`src/rtl/lcd_port_cfg.svh`:
```
`ifndef LCD_PORT_CFG_SVH
`define LCD_PORT_CFG_SVH

// ==========================================================================
// contrast register
`define LCD_CONTRAST_W 5
`define LCD_CONTRAST_RST 5'h1f

// ==========================================================================
// command field layout
`define LCD_CMD_DD_BIT 7
`define LCD_CMD_CG_HI 7
`define LCD_CMD_CG_LO 6
`define LCD_CMD_CG_CODE 2'h1
`define LCD_STATUS_BUSY_BIT 7

// ==========================================================================
// ram sizes and display address map
`define LCD_PTR_W 7
`define LCD_DD_DEPTH 80
`define LCD_CG_DEPTH 64
`define LCD_LAST_ADDR_BASE 7'h13
`define LCD_LAST_ADDR_EXT 7'h1b
`define LCD_EXT_FIRST_ADDR 7'h14
`define LCD_EXT_BITS 8

// ==========================================================================
// timing, in ns and in cycles of the 20 MHz reference clock
`define LCD_CLK_PERIOD_NS 50
`define LCD_CP_HALF_NS 800
`define LCD_CP_HALF_CYC ((`LCD_CP_HALF_NS + `LCD_CLK_PERIOD_NS - 1) / `LCD_CLK_PERIOD_NS)
`define LCD_OP_TIME_NS 1000
`define LCD_OP_CYC ((`LCD_OP_TIME_NS + `LCD_CLK_PERIOD_NS - 1) / `LCD_CLK_PERIOD_NS)

`endif

```
`src/rtl/lcd_port_pkg.sv`:
```
package lcd_port_pkg;

    // ======================================================================
    // sampled host pins, kept together through the synchroniser
    typedef struct packed {
        logic strobe;
        logic rd;
        logic sel_lo;
        logic sel_hi;
        logic [7:0] data;
    } bus_sample_type;

    // ======================================================================
    // register selected by the two select pins
    typedef enum logic [2:0] {
        SEL_NONE = 3'h0,
        SEL_DATA = 3'h1,
        SEL_CMD = 3'h2,
        SEL_CONTRAST = 3'h4
    } reg_sel_type;

    // ======================================================================
    // host operation sequencer
    typedef enum logic [3:0] {
        CT_IDLE = 4'h1,
        CT_RAM = 4'h2,
        CT_FETCH = 4'h4,
        CT_HOLD = 4'h8
    } ctl_state_type;

    // ======================================================================
    // refresh scan and extension driver transfer
    typedef enum logic [3:0] {
        SR_FETCH = 4'h1,
        SR_LOW = 4'h2,
        SR_HIGH = 4'h4,
        SR_LATCH = 4'h8
    } ser_state_type;

endpackage

```
`src/rtl/lcd_host_register_port.sv`:
```
`include "lcd_port_cfg.svh"

module lcd_host_register_port
    import lcd_port_pkg::*;
#(
    parameter int DD_DEPTH = `LCD_DD_DEPTH,
    parameter int CG_DEPTH = `LCD_CG_DEPTH,
    parameter int OP_CYC = `LCD_OP_CYC,
    parameter int CP_HALF_CYC = `LCD_CP_HALF_CYC
) (
    input wire logic ref_clk,
    input wire logic reset,
    input wire logic clk_en,
    input wire logic strobe_e,
    input wire logic read_sel,
    input wire logic reg_sel_lo,
    input wire logic reg_sel_hi,
    input wire logic [7:0] host_bus_in,
    input wire logic step_up,
    input wire logic ext_driver_on,
    output logic [7:0] host_bus_out,
    output logic host_bus_oe,
    output logic busy_indicator,
    output logic [`LCD_CONTRAST_W-1:0] contrast_level,
    output logic [4:0] scan_digit,
    output logic [7:0] scan_char,
    output logic ext_data,
    output logic ext_shift_clk,
    output logic ext_latch
);

    localparam int PW = `LCD_PTR_W;
    localparam int TW = $clog2(2 * CP_HALF_CYC + 1);
    localparam int HW = $clog2(OP_CYC + 1);

    // ======================================================================
    // pin capture
    bus_sample_type pins_raw;
    bus_sample_type smp;
    bus_sample_type held_r;
    logic strobe_prev_r;
    logic fall;

    assign pins_raw = '{strobe: strobe_e, rd: read_sel, sel_lo: reg_sel_lo,
                        sel_hi: reg_sel_hi, data: host_bus_in};

    pin_sync #(
        .W($bits(bus_sample_type))
    ) u_pin_sync (
        .ref_clk(ref_clk),
        .reset(reset),
        .clk_en(clk_en),
        .pin_in(pins_raw),
        .pin_out(smp)
    );

    // hold the pins seen while strobe high, so late pin changes do not leak in
    always_ff @(posedge ref_clk) begin
        if (reset) begin
            held_r <= '0;
            strobe_prev_r <= 1'b0;
        end else if (clk_en) begin
            strobe_prev_r <= smp.strobe;
            if (smp.strobe) begin
                held_r <= smp;
            end
        end
    end

    assign fall = strobe_prev_r & ~smp.strobe;

    function automatic reg_sel_type decode_sel(input logic lo, input logic hi);
        if (lo && hi) begin
            decode_sel = SEL_DATA;
        end else if (!lo && hi) begin
            decode_sel = SEL_CMD;
        end else if (!lo && !hi) begin
            decode_sel = SEL_CONTRAST;
        end else begin
            decode_sel = SEL_NONE;
        end
    endfunction

    reg_sel_type cap_sel;
    reg_sel_type live_sel;
    assign cap_sel = decode_sel(held_r.sel_lo, held_r.sel_hi);
    assign live_sel = decode_sel(smp.sel_lo, smp.sel_hi);

    // ======================================================================
    // rams and shared state
    logic [7:0] dd_mem [DD_DEPTH];
    logic [7:0] cg_mem [CG_DEPTH];
    ctl_state_type ctl_r;
    ser_state_type ser_r;
    logic phase_r;
    logic [PW-1:0] ptr_r;
    logic cg_sel_r;
    logic op_write_r;
    logic [7:0] wdata_r;
    logic [7:0] data_reg_r;
    logic [HW-1:0] hold_cnt_r;
    logic [PW-1:0] scan_addr_r;
    logic busy;
    logic host_slot;
    logic [PW-1:0] ptr_step;
    logic [PW-1:0] last_addr;

    // alternate slots: even for refresh, odd for host traffic
    always_ff @(posedge ref_clk) begin
        if (reset) begin
            phase_r <= 1'b0;
        end else if (clk_en) begin
            phase_r <= ~phase_r;
        end
    end

    assign host_slot = phase_r;
    assign busy = (ctl_r != CT_IDLE);

    // step by one in the configured direction, wrapped to the target ram
    always_comb begin
        ptr_step = step_up ? ptr_r + 7'h01 : ptr_r - 7'h01;
        if (cg_sel_r) begin
            ptr_step[PW-1] = 1'b0;
        end else if (step_up && ptr_r == PW'(DD_DEPTH - 1)) begin
            ptr_step = '0;
        end else if (!step_up && ptr_r == '0) begin
            ptr_step = PW'(DD_DEPTH - 1);
        end
    end

    // one code per character ram location
    function automatic logic [7:0] ram_read(input logic cg, input logic [PW-1:0] a,
                                            input logic [7:0] dd_word,
                                            input logic [7:0] cg_word);
        if (cg) begin
            ram_read = (int'(a) < CG_DEPTH) ? cg_word : 8'h00;
        end else begin
            ram_read = (int'(a) < DD_DEPTH) ? dd_word : 8'h00;
        end
    endfunction

    logic [7:0] host_word;
    logic [7:0] scan_word;
    assign host_word = ram_read(cg_sel_r, ptr_r,
                                dd_mem[int'(ptr_r) % DD_DEPTH],
                                cg_mem[int'(ptr_r) % CG_DEPTH]);
    assign scan_word = ram_read(1'b0, scan_addr_r,
                                dd_mem[int'(scan_addr_r) % DD_DEPTH], 8'h00);

    // ======================================================================
    // contrast register
    // written on any write cycle with both selects low, no busy gating unlike the command and data registers
    always_ff @(posedge ref_clk) begin
        if (reset) begin
            contrast_level <= `LCD_CONTRAST_RST;
        end else if (clk_en && fall && !held_r.rd && cap_sel == SEL_CONTRAST) begin
            contrast_level <= held_r.data[`LCD_CONTRAST_W-1:0];
        end
    end

    // ======================================================================
    // host operation sequencer
    always_ff @(posedge ref_clk) begin
        if (reset) begin
            ctl_r <= CT_IDLE;
            busy_indicator <= 1'b0;
            ptr_r <= '0;
            cg_sel_r <= 1'b0;
            op_write_r <= 1'b0;
            wdata_r <= 8'h00;
            data_reg_r <= 8'h00;
            hold_cnt_r <= '0;
        end else if (clk_en) begin
            unique case (ctl_r)
                CT_IDLE: begin
                    // only taken while idle, so busy discards it
                    if (fall && cap_sel == SEL_CMD && !held_r.rd) begin
                        // choose target ram then load the pointer
                        if (held_r.data[`LCD_CMD_DD_BIT]) begin
                            cg_sel_r <= 1'b0;
                            ptr_r <= held_r.data[PW-1:0];
                            ctl_r <= CT_FETCH;
                        end else if (held_r.data[`LCD_CMD_CG_HI:`LCD_CMD_CG_LO]
                                     == `LCD_CMD_CG_CODE) begin
                            cg_sel_r <= 1'b1;
                            ptr_r <= {1'b0, held_r.data[PW-2:0]};
                            ctl_r <= CT_FETCH;
                        end else begin
                            ctl_r <= CT_HOLD;
                        end
                        busy_indicator <= 1'b1;
                    end else if (fall && cap_sel == SEL_DATA) begin
                        // data write goes to ram, read steps then prefetches
                        op_write_r <= ~held_r.rd;
                        wdata_r <= held_r.data;
                        ctl_r <= CT_RAM;
                        busy_indicator <= 1'b1;
                    end
                end
                CT_RAM: begin
                    if (host_slot) begin
                        ptr_r <= ptr_step;
                        ctl_r <= op_write_r ? CT_HOLD : CT_FETCH;
                    end
                end
                CT_FETCH: begin
                    if (host_slot) begin
                        data_reg_r <= host_word;
                        ctl_r <= CT_HOLD;
                    end
                end
                CT_HOLD: begin
                    // busy covers the whole operation time
                    if (hold_cnt_r == HW'(OP_CYC - 1)) begin
                        hold_cnt_r <= '0;
                        ctl_r <= CT_IDLE;
                        busy_indicator <= 1'b0;
                    end else begin
                        hold_cnt_r <= hold_cnt_r + 1'b1;
                    end
                end
            endcase
        end
    end

    // ram write in the host slot only
    always_ff @(posedge ref_clk) begin
        if (clk_en && ctl_r == CT_RAM && host_slot && op_write_r) begin
            if (cg_sel_r && int'(ptr_r) < CG_DEPTH) begin
                cg_mem[int'(ptr_r) % CG_DEPTH] <= wdata_r;
            end else if (!cg_sel_r && int'(ptr_r) < DD_DEPTH) begin
                dd_mem[int'(ptr_r) % DD_DEPTH] <= wdata_r;
            end
        end
    end

    // ======================================================================
    // host read data
    // drive while strobe high with read selected and a select pair other than the unused one
    always_ff @(posedge ref_clk) begin
        if (reset) begin
            host_bus_oe <= 1'b0;
            host_bus_out <= 8'h00;
        end else if (clk_en) begin
            host_bus_oe <= smp.strobe && smp.rd && live_sel != SEL_NONE;
            unique case (live_sel)
                // busy on bit 7, pointer below it
                SEL_CMD: host_bus_out <= {busy_indicator, ptr_r};
                SEL_DATA: host_bus_out <= data_reg_r;
                SEL_CONTRAST: host_bus_out <= {3'h0, contrast_level};
                SEL_NONE: host_bus_out <= 8'h00;
            endcase
        end
    end

    // ======================================================================
    // refresh scan and extension driver transfer
    logic [TW-1:0] tmr_r;
    logic [2:0] bit_cnt_r;
    logic [7:0] shift_r;

    // last scanned address depends on the extension driver
    assign last_addr = ext_driver_on ? `LCD_LAST_ADDR_EXT : `LCD_LAST_ADDR_BASE;

    always_ff @(posedge ref_clk) begin
        if (reset) begin
            ser_r <= SR_FETCH;
            scan_addr_r <= '0;
            scan_digit <= 5'h00;
            scan_char <= 8'h00;
            ext_data <= 1'b0;
            ext_shift_clk <= 1'b0;
            ext_latch <= 1'b0;
            tmr_r <= '0;
            bit_cnt_r <= 3'h0;
            shift_r <= 8'h00;
        end else if (clk_en) begin
            unique case (ser_r)
                SR_FETCH: begin
                    // refresh reads only in its own slot
                    if (!host_slot) begin
                        scan_char <= scan_word;
                        scan_digit <= scan_addr_r[4:0];
                        if (ext_driver_on && scan_addr_r >= `LCD_EXT_FIRST_ADDR) begin
                            // digits twenty and up go out serially
                            shift_r <= {scan_word[6:0], 1'b0};
                            ext_data <= scan_word[7];
                            bit_cnt_r <= 3'h0;
                            tmr_r <= '0;
                            ser_r <= SR_LOW;
                        end else if (scan_addr_r >= last_addr) begin
                            scan_addr_r <= '0;
                        end else begin
                            scan_addr_r <= scan_addr_r + 7'h01;
                        end
                    end
                end
                SR_LOW: begin
                    if (tmr_r == TW'(CP_HALF_CYC - 1)) begin
                        tmr_r <= '0;
                        ext_shift_clk <= 1'b1;
                        ser_r <= SR_HIGH;
                    end else begin
                        tmr_r <= tmr_r + 1'b1;
                    end
                end
                SR_HIGH: begin
                    if (tmr_r == TW'(CP_HALF_CYC - 1)) begin
                        tmr_r <= '0;
                        ext_shift_clk <= 1'b0;
                        if (bit_cnt_r == 3'(`LCD_EXT_BITS - 1)) begin
                            ser_r <= (scan_addr_r >= last_addr) ? SR_LATCH : SR_FETCH;
                            scan_addr_r <= scan_addr_r + 7'h01;
                        end else begin
                            bit_cnt_r <= bit_cnt_r + 3'h1;
                            ext_data <= shift_r[7];
                            shift_r <= {shift_r[6:0], 1'b0};
                            ser_r <= SR_LOW;
                        end
                    end else begin
                        tmr_r <= tmr_r + 1'b1;
                    end
                end
                SR_LATCH: begin
                    // latch after a setup half period, high for one half
                    ext_latch <= (tmr_r >= TW'(CP_HALF_CYC - 1))
                                 && (tmr_r != TW'(2 * CP_HALF_CYC - 1));
                    if (tmr_r == TW'(2 * CP_HALF_CYC - 1)) begin
                        tmr_r <= '0;
                        scan_addr_r <= '0;
                        ser_r <= SR_FETCH;
                    end else begin
                        tmr_r <= tmr_r + 1'b1;
                    end
                end
            endcase
        end
    end

endmodule

```
`src/rtl/pin_sync.sv`:
```
// three-stage pin synchroniser; output follows once stages two and three agree
module pin_sync #(
    parameter int W = 1
) (
    input wire logic ref_clk,
    input wire logic reset,
    input wire logic clk_en,
    input wire logic [W-1:0] pin_in,
    output logic [W-1:0] pin_out
);

    logic [W-1:0] s1_r;
    logic [W-1:0] s2_r;
    logic [W-1:0] s3_r;

    // shift chain, first stage read only by the second
    always_ff @(posedge ref_clk) begin
        if (reset) begin
            s1_r <= '0;
            s2_r <= '0;
            s3_r <= '0;
        end else if (clk_en) begin
            s1_r <= pin_in;
            s2_r <= s1_r;
            s3_r <= s2_r;
        end
    end

    // per-bit filter: take a new level only when two stages agree
    always_ff @(posedge ref_clk) begin
        if (reset) begin
            pin_out <= '0;
        end else if (clk_en) begin
            for (int i = 0; i < W; i++) begin
                if (s2_r[i] == s3_r[i]) begin
                    pin_out[i] <= s3_r[i];
                end
            end
        end
    end

endmodule
```
`config.mk`:
```
export PLATFORM = sky130hd
export DESIGN_NAME = lcd_host_register_port
export DESIGN_NICKNAME = d
export VERILOG_FILES = /design/src/rtl/lcd_port_pkg.sv /design/src/rtl/lcd_host_register_port.sv /design/src/rtl/pin_sync.sv
export VERILOG_INCLUDE_DIRS = /design/src /design/src/rtl
export SDC_FILE = /design/constraint.sdc
export NUM_CORES = 2
export LEC_CHECK = 0
export BUFFER_PORTS_ARGS = -buffer_cell sky130_fd_sc_hd__buf_4
export CORE_AREA = 4 4 360 362
export CTS_BUF_LIST = sky130_fd_sc_hd__clkbuf_8
export DETAILED_ROUTE_END_ITERATION = 7
export DIE_AREA = 0 0 364 366
export GPL_ROUTABILITY_DRIVEN = 1
export HOLD_SLACK_MARGIN = 0.08
export PLACE_DENSITY_LB_ADDON = 0.25
export SLEW_MARGIN = 20
export SYNTH_ARGS = -nofsm -noshare
export SYNTH_HDL_FRONTEND = slang
export SYNTH_SLANG_ARGS = --single-unit
```
`constraint.sdc`:
```
create_clock -name ref_clk -period 2.54 [get_ports ref_clk]
set_input_delay 0.254 -clock ref_clk [delete_from_list [all_inputs] [get_ports ref_clk]]
set_output_delay 0.254 -clock ref_clk [all_outputs]
set_load 0.005 [all_outputs]
```
**After elaboration in Yosys (flattened, before gate mapping)**

Memory sizes are Yosys's and may differ from the RTL's. A register that Yosys moved wholly into a read port is not among the register bits.
Cells that the tools add are included.

- Register bits: 154
- Latch bits: 0
- RAM bits: 1152
- Bits in read-only memories: 0
- Input bits: 17
- Output and inout bits: 31
- Logic and storage cells: 262
- Memories kept: 2

Memories:

| name | words | bits a word | rd ports | clocked after Yosys merged registers in | write ports | RTL line | text |
|---|---|---|---|---|---|---|---|
| dd_mem | 80 | 8 | 2 | 0 | 1 | lcd_host_register_port.sv:91 | `logic [7:0] dd_mem [DD_DEPTH];` |
| cg_mem | 64 | 8 | 1 | 1 | 1 | lcd_host_register_port.sv:92 | `logic [7:0] cg_mem [CG_DEPTH];` |

- Add/sub/neg operators: 6
- Multipliers: 0
- Divide/modulo/power cells: 2
- Magnitude comparators: 6
- Equality and inequality tests: 47
- Shift operators: 0
- Mux-type cells: 85
- Bitwise logic cells: 5
- Reduce and logical (&&, ||, !) cells: 67

Operators by type and width:

| cell | count |
|---|---|
| $mux W7 | 13 |
| $mod A8 B8 Y32 const B | 2 |
| $mux W4 | 16 |
| $mux W8 | 8 |
| $mux W6 | 7 |
| $pmux W4 S4 | 2 |
| $pmux W8 S4 | 1 |
| $mux W3 | 10 |
| $reduce_and A2 Y1 | 15 |
| $ne A2 B2 Y1 const B | 12 |
| $logic_and A1 B1 Y1 | 23 |
| $lt A7 B7 Y1 const B | 3 |
| $pmux W7 S3 | 1 |
| $mux W1 | 19 |
| $pmux W6 S3 | 1 |
| $pmux W8 S2 | 1 |
| $reduce_and A4 Y1 | 4 |
| $add A7 B1 Y7 const B | 2 |
| $pmux W7 S2 | 1 |
| $eq A1 B1 Y1 | 12 |
| $reduce_and A6 Y1 | 2 |
| $reduce_and A5 Y1 | 2 |
| $reduce_bool A2 Y1 | 5 |
| $eq A3 B3 Y1 const B | 3 |
| other kinds (32) | 53 |

**Logic depth before layout (Yosys ltp)**

- Depth in word-level cells: 12
- Mapped depth: 12
- Depth with buffers taken out: 9

**Hierarchy**

Synthesis repeated with hierarchy kept, for this count alone.

- Cells, all modules: 3651
- Area, all modules: 57027.2 sq um

Modules (own cells, without submodules):

| module | times used | cells each | area each (sq um) | sequential area each (sq um) |
|---|---|---|---|---|
| lcd_host_register_port | 1 | 3458 | 55000.2 | 36815.3 |
| pin_sync | 1 | 193 | 2026.9 | 960.9 |

**Least setup slack after synthesis**

No wires, ideal clock.

- Kind: register to register
- From: register ctl_r[0]
- To: memory dd_mem[46][0], enable pin
- Library setup time: 0.370 ns
- Arrival: 2.283 ns
- Data required time: 2.170 ns
- Path slack: -0.113 ns
- Stages on the path, launching flop included: 6
- Path buffers: 1
- Clock period less this slack: 2.653 ns
- Cells stage by stage: dfxtp_1 or4b_1 clkbuf_1 a2111oi_4 nand2_2 nor2_1

- Longest elaborated chain between the ends: 6

RTL lines:

| element | RTL line | text |
|---|---|---|
| from (decl) | lcd_host_register_port.sv:93 | `ctl_state_type ctl_r;` |
| from (signal assigned) | lcd_host_register_port.sv:204 | `ctl_r <= op_write_r ? CT_HOLD : CT_FETCH;` |
| $eq A4 B2 Y1 | lcd_host_register_port.sv:229 | `if (clk_en && ctl_r == CT_RAM && host_slot && op_write_r) begin` |
| $logic_and A1 B1 Y1 (3 in a row) | lcd_host_register_port.sv:229 |  |
| $mux W1 | lcd_host_register_port.sv:229 |  |
| $mux W1 (not written as such) | lcd_host_register_port.sv:233 | `dd_mem[int'(ptr_r) % DD_DEPTH] <= wdata_r;` |
| to (decl) | lcd_host_register_port.sv:91 |  |

Every way passes these cells.

**Final worst setup path**

- From: register scan_addr_r[0]
- To: register scan_char[1]

- Longest elaborated chain between the ends: 3
- Elaborated cells between the ends (all ways): 4
- Classes of those cells: div: 1; order compare: 1; mux: 1; memory: 1

RTL lines:

| element | RTL line | text |
|---|---|---|
| from (decl) | lcd_host_register_port.sv:102 | `logic [PW-1:0] scan_addr_r;` |
| from (signal assigned) | lcd_host_register_port.sv:295 | `scan_addr_r <= scan_addr_r + 7'h01;` |
| from (signal assigned) | lcd_host_register_port.sv:314 | `scan_addr_r <= scan_addr_r + 7'h01;` |
| $mod A8 B8 Y32 | lcd_host_register_port.sv:149 | `dd_mem[int'(scan_addr_r) % DD_DEPTH], 8'h00);` |
| $mem_v2 Z80 W8 | - |  |
| $mux W8 (*) | lcd_host_register_port.sv:139 | `ram_read = (int'(a) < DD_DEPTH) ? dd_word : 8'h00;` |
| to (signal assigned) | lcd_host_register_port.sv:283 | `scan_char <= scan_word;` |
| to (decl) | lcd_host_register_port.sv:26 | `output logic [7:0] scan_char,` |

Every way passes the cells marked *; elsewhere a longest branch is shown, timed or not.
A chain may end at the register's enable or synchronous reset.

==> summary.md <==
| Metric | Value |
|---|---|
| Wire per inst | `31.3 um` |
| Htree depth | `4` |
| Synthesized cell area | `~57000 um^2` |
| Largest net degree at the start of global routing | `81` |
| Pwr Density | `roughly 630 nW/um^2` |
| Antenna violations before repair | `2` |
| GRT busiest layer | `met2` |
| Die Height | `roughly 370 um` |
| Hold Vio Cnt, Final | `0` |
| Clock period minus worst slack | `roughly 2700 ps` |
| Pre-CTS setup slack | `-497 ps` |
| Max Fanout on Critical Path | `7` |
| Chip width | `~360 um` |
| Reg clk slew, reported paths | `approximately 60 ps` |
| CP most frequent cell | `mux4_2` |
| Hold Path Depth | `4` |
| RSZ-0062 raised after global routing | `yes` |
| Top-count cell post-synth | `edfxtp_1` |
| Worst reg2reg endpoint | `scan_char[1]` |
| Peak supply drop | `600 uV` |
| WL final | `between 150000 and 200000 um` |
| CTS tree | `yes` |
| Multi-input logic area | `around 19000 um^2` |
| Total CTS buffers | `around 210` |
| Clock Latency Late Sink | `940 ps` |
| Kind of critical path | `reg2reg` |
| Crit path cell chain | `buf_8 -> buf_16 -> mux4_2 -> mux4_2 -> o2111a_2 -> buf_6 -> a22o_1` |
| Clk sinks | `approximately 1300` |
| Failing checks | `setup timing` |
| Setup violators final | `23` |
| Num rows | `~130` |
| Async SR Flop Fraction | `0` |
| CP Buf/Inv Count | `3` |
| Slew @ Worst Pin | `876 ps` |
| Core Area | `127000 um^2` |
| Worst hold path class | `in2reg` |
| CP Capture Type | `flip-flop` |
| Post-synth cell types | `88` |
| P_leak | `about 27 nW` |
| Cells after DPL | `5641` |
| Max Clk Rate | `367 MHz` |
| Reg2reg start | `scan_addr_r[0]` |
| Global route total overflow | `0` |
| Worst Hold Launch | `clk_en` |
| Max-slew violations | `0` |
| Worst hold path endpoint | `host_bus_out[7]` |
| Crit path max-delay family | `multiplexers` |
| Critical-path top delay cell | `mux4_2` |
| Post-Syn Nets | `3518` |
| Fin crit share | `1.07` |
| Worst EP required | `between 3000 and 4000 ps` |
| Leading post-synthesis cells by cell area | `edfxtp_1, mux4_2, dfxtp_1, mux2i_1, nor2_1` |
| Vias in the first global route | `around 38000` |
| Fill cells | `approximately 10000` |
| Buffers on Ports | `47` |
| Yosys top cell area share | `0.611` |
| Count of max-cap constraint violations | `0` |
| I/O pins | `48` |
| Met3 Track Usage GR | `0.0640` |
| Nets | `between 4000 and 5000` |
| Critical Path AT | `around 3600 ps` |
| Starting Density | `0.447` |
| Total Routing Usage GR | `0.284` |
| Met2 Use GR | `0.434` |
| Via count | `38789` |
| Synth Register Bits | `around 1300` |
| Post-DP HPWL | `130000 um` |
| Sequential fraction of the synthesis area | `0.667` |
| Root Buffer | `clkbuf_8` |
| Layout area overhead | `26.3%` |
| EDFF count, synth | `approximately 1200` |
| CTS max path bufs | `3` |
| Cell count after synthesis | `3488` |
| DRT iter0 DRCs | `around 5200` |
| First-pass GRT wire length | `273000 um` |
| Grt met1 use | `0.387` |
| Worst hold slack | `~280 ps` |
| DRC viols | `0` |
| PnR worst setup slack | `-187 ps` |
| Reg-to-reg slack, setup | `-190 ps` |
| R2R cell count | `7` |
| Post-route non-filler standard cell count | `between 6000 and 7000` |
| Biggest area consumer among synthesized cells | `edfxtp_1` |
| Syn_area_per_cell | `16.2 um^2` |
| Most instantiated cells after synthesis | `edfxtp_1, mux4_2, nor2_1` |
| Ratio of cells with drive above 1 in the final layout | `0.388` |
| Die Area | `roughly 130000 um^2` |
| CP peak stage delay | `580 ps` |
| Vias per inst | `~6.3` |
| Synth Warn # | `0` |
| Clock Skew | `a little under 50 ps` |
| Crit start category | `flip-flop` |
| Gpl congestion | `a little under 1` |
| Top FF cell, synth | `edfxtp_1` |
| Register area | `about 38000 um^2` |
| Status | `finished, violations left` |
| 1st-pass router iterations | `6` |
| DRT antenna net count | `0` |
| Slew margin rel. | `0.414` |
routing by layer:
metal / up-vias / wire length, um
li1: 15984 / -
met1: 19791 / 73600
met2: 2517 / 88800
met3: 497 / 20400
met4: 0 / 10400
met5: - / 0
repair_timing:
action	CTS	global route
hold buffers	35	0
endpoints found under the setup margin	370	62
gates resized for setup	185	149
pin swaps	42	79
cloned	8	11
endpoints found under the hold margin	117	0
setup buffers	49	56
cells by family after synthesis:
group	Yosys count	share of synthesized area
xor gates and xnor gates	22	0.00340
muxes	531	0.166
and+or+nand+nor	712	0.0602
buffers and inverters	269	0.0225
adders and majority gates	13	0.00301
AOI/OAI and AO/OA	630	0.0778
DFF	1311	0.667
stage by stage:
stage               TNS, ps  total power [W]  cell area, um^2  utilization
floorplan           -165320           0.0256            56600            -
global placement     -18990           0.0273            64300        0.507
CTS                   -1380           0.0449            70000        0.553
global route          -2960           0.0466            71500        0.565
detailed placement   -17710           0.0273            64300        0.507
finish                -2620           0.0452            71500        0.565
sequential cells by signal, summed over array words and instances (netlist names), 11 cells and up, named ones only:
name and flops:
dd_mem 640, u_pin_sync.s2_r 12, u_pin_sync.pin_out 12, held_r 11
u_pin_sync.s1_r 12, cg_mem 512, u_pin_sync.s3_r 12
how the worst max path moves through the flow:
stage	startpoint	endpoint	slack [ps]	cells past startpoint
2_1_floorplan	ctl_r[0]	dd_mem[46][0]	-110	5
3_3_place_gp	scan_addr_r[0]	shift_r[3]	-560	9
3_5_place_dp	scan_addr_r[0]	shift_r[3]	-500	9
4_1_cts	scan_addr_r[0]	scan_char[0]	-130	9
5_1_grt	scan_addr_r[0]	scan_char[0]	-220	9
6_report	scan_addr_r[0]	scan_char[1]	-190	7
where the power goes:
part | leakage, nW | total (W) | switching, W | internal (W)
clock network | 2.27 | 0.0173 | 0.00847 | 0.00888
logic | 10.4 | 0.00460 | 0.00248 | 0.00212
registers | 14.7 | 0.0232 | 0.0000876 | 0.0231
total | 27.4 | 0.0452 | 0.0110 | 0.0341
cell usage in the layout, fill, tap and decap left out, drive strengths merged, types with 34 or more instances in the layout:
cell / Yosys / routed
o22ai: 159 / 159
mux2i: 144 / 144
mux4: 319 / 319
a21oi: 98 / 98
clkinv: 3 / 71
clkbuf: 101 / 230
mux2: 68 / 68
nand3: 34 / 34
edfxtp: 1152 / 1152
nor2: 308 / 308
dfxtp: 159 / 159
nor3: 43 / 43
o221ai: 42 / 42
buf: 146 / 844
nand2: 151 / 151
dlygate4sd3: 0 / 34
o21ai: 63 / 63
a22oi: 54 / 54
inv: 19 / 95
layout make-up:
class | instances | share of cell area
sequential | 1311 | 0.529
antenna | 2 | 0.0000700
timing repair buffer | 891 | 0.123
inverter | 22 | 0.00119
tap | 1662 | 0.0291
clock buffer | 219 | 0.0421
clock inverter | 160 | 0.0130
multi-input combinational | 1908 | 0.262
worst reg2reg max path, delay by kind of cell (launching register included):
family	cells	cell delay, ps
multiplexers	2	1130
AO/OA/AOI/OAI	2	550
flip-flops	1	450
buffers and inverters	3	480
No activity file was read; power rests on OpenSTA's default activity.
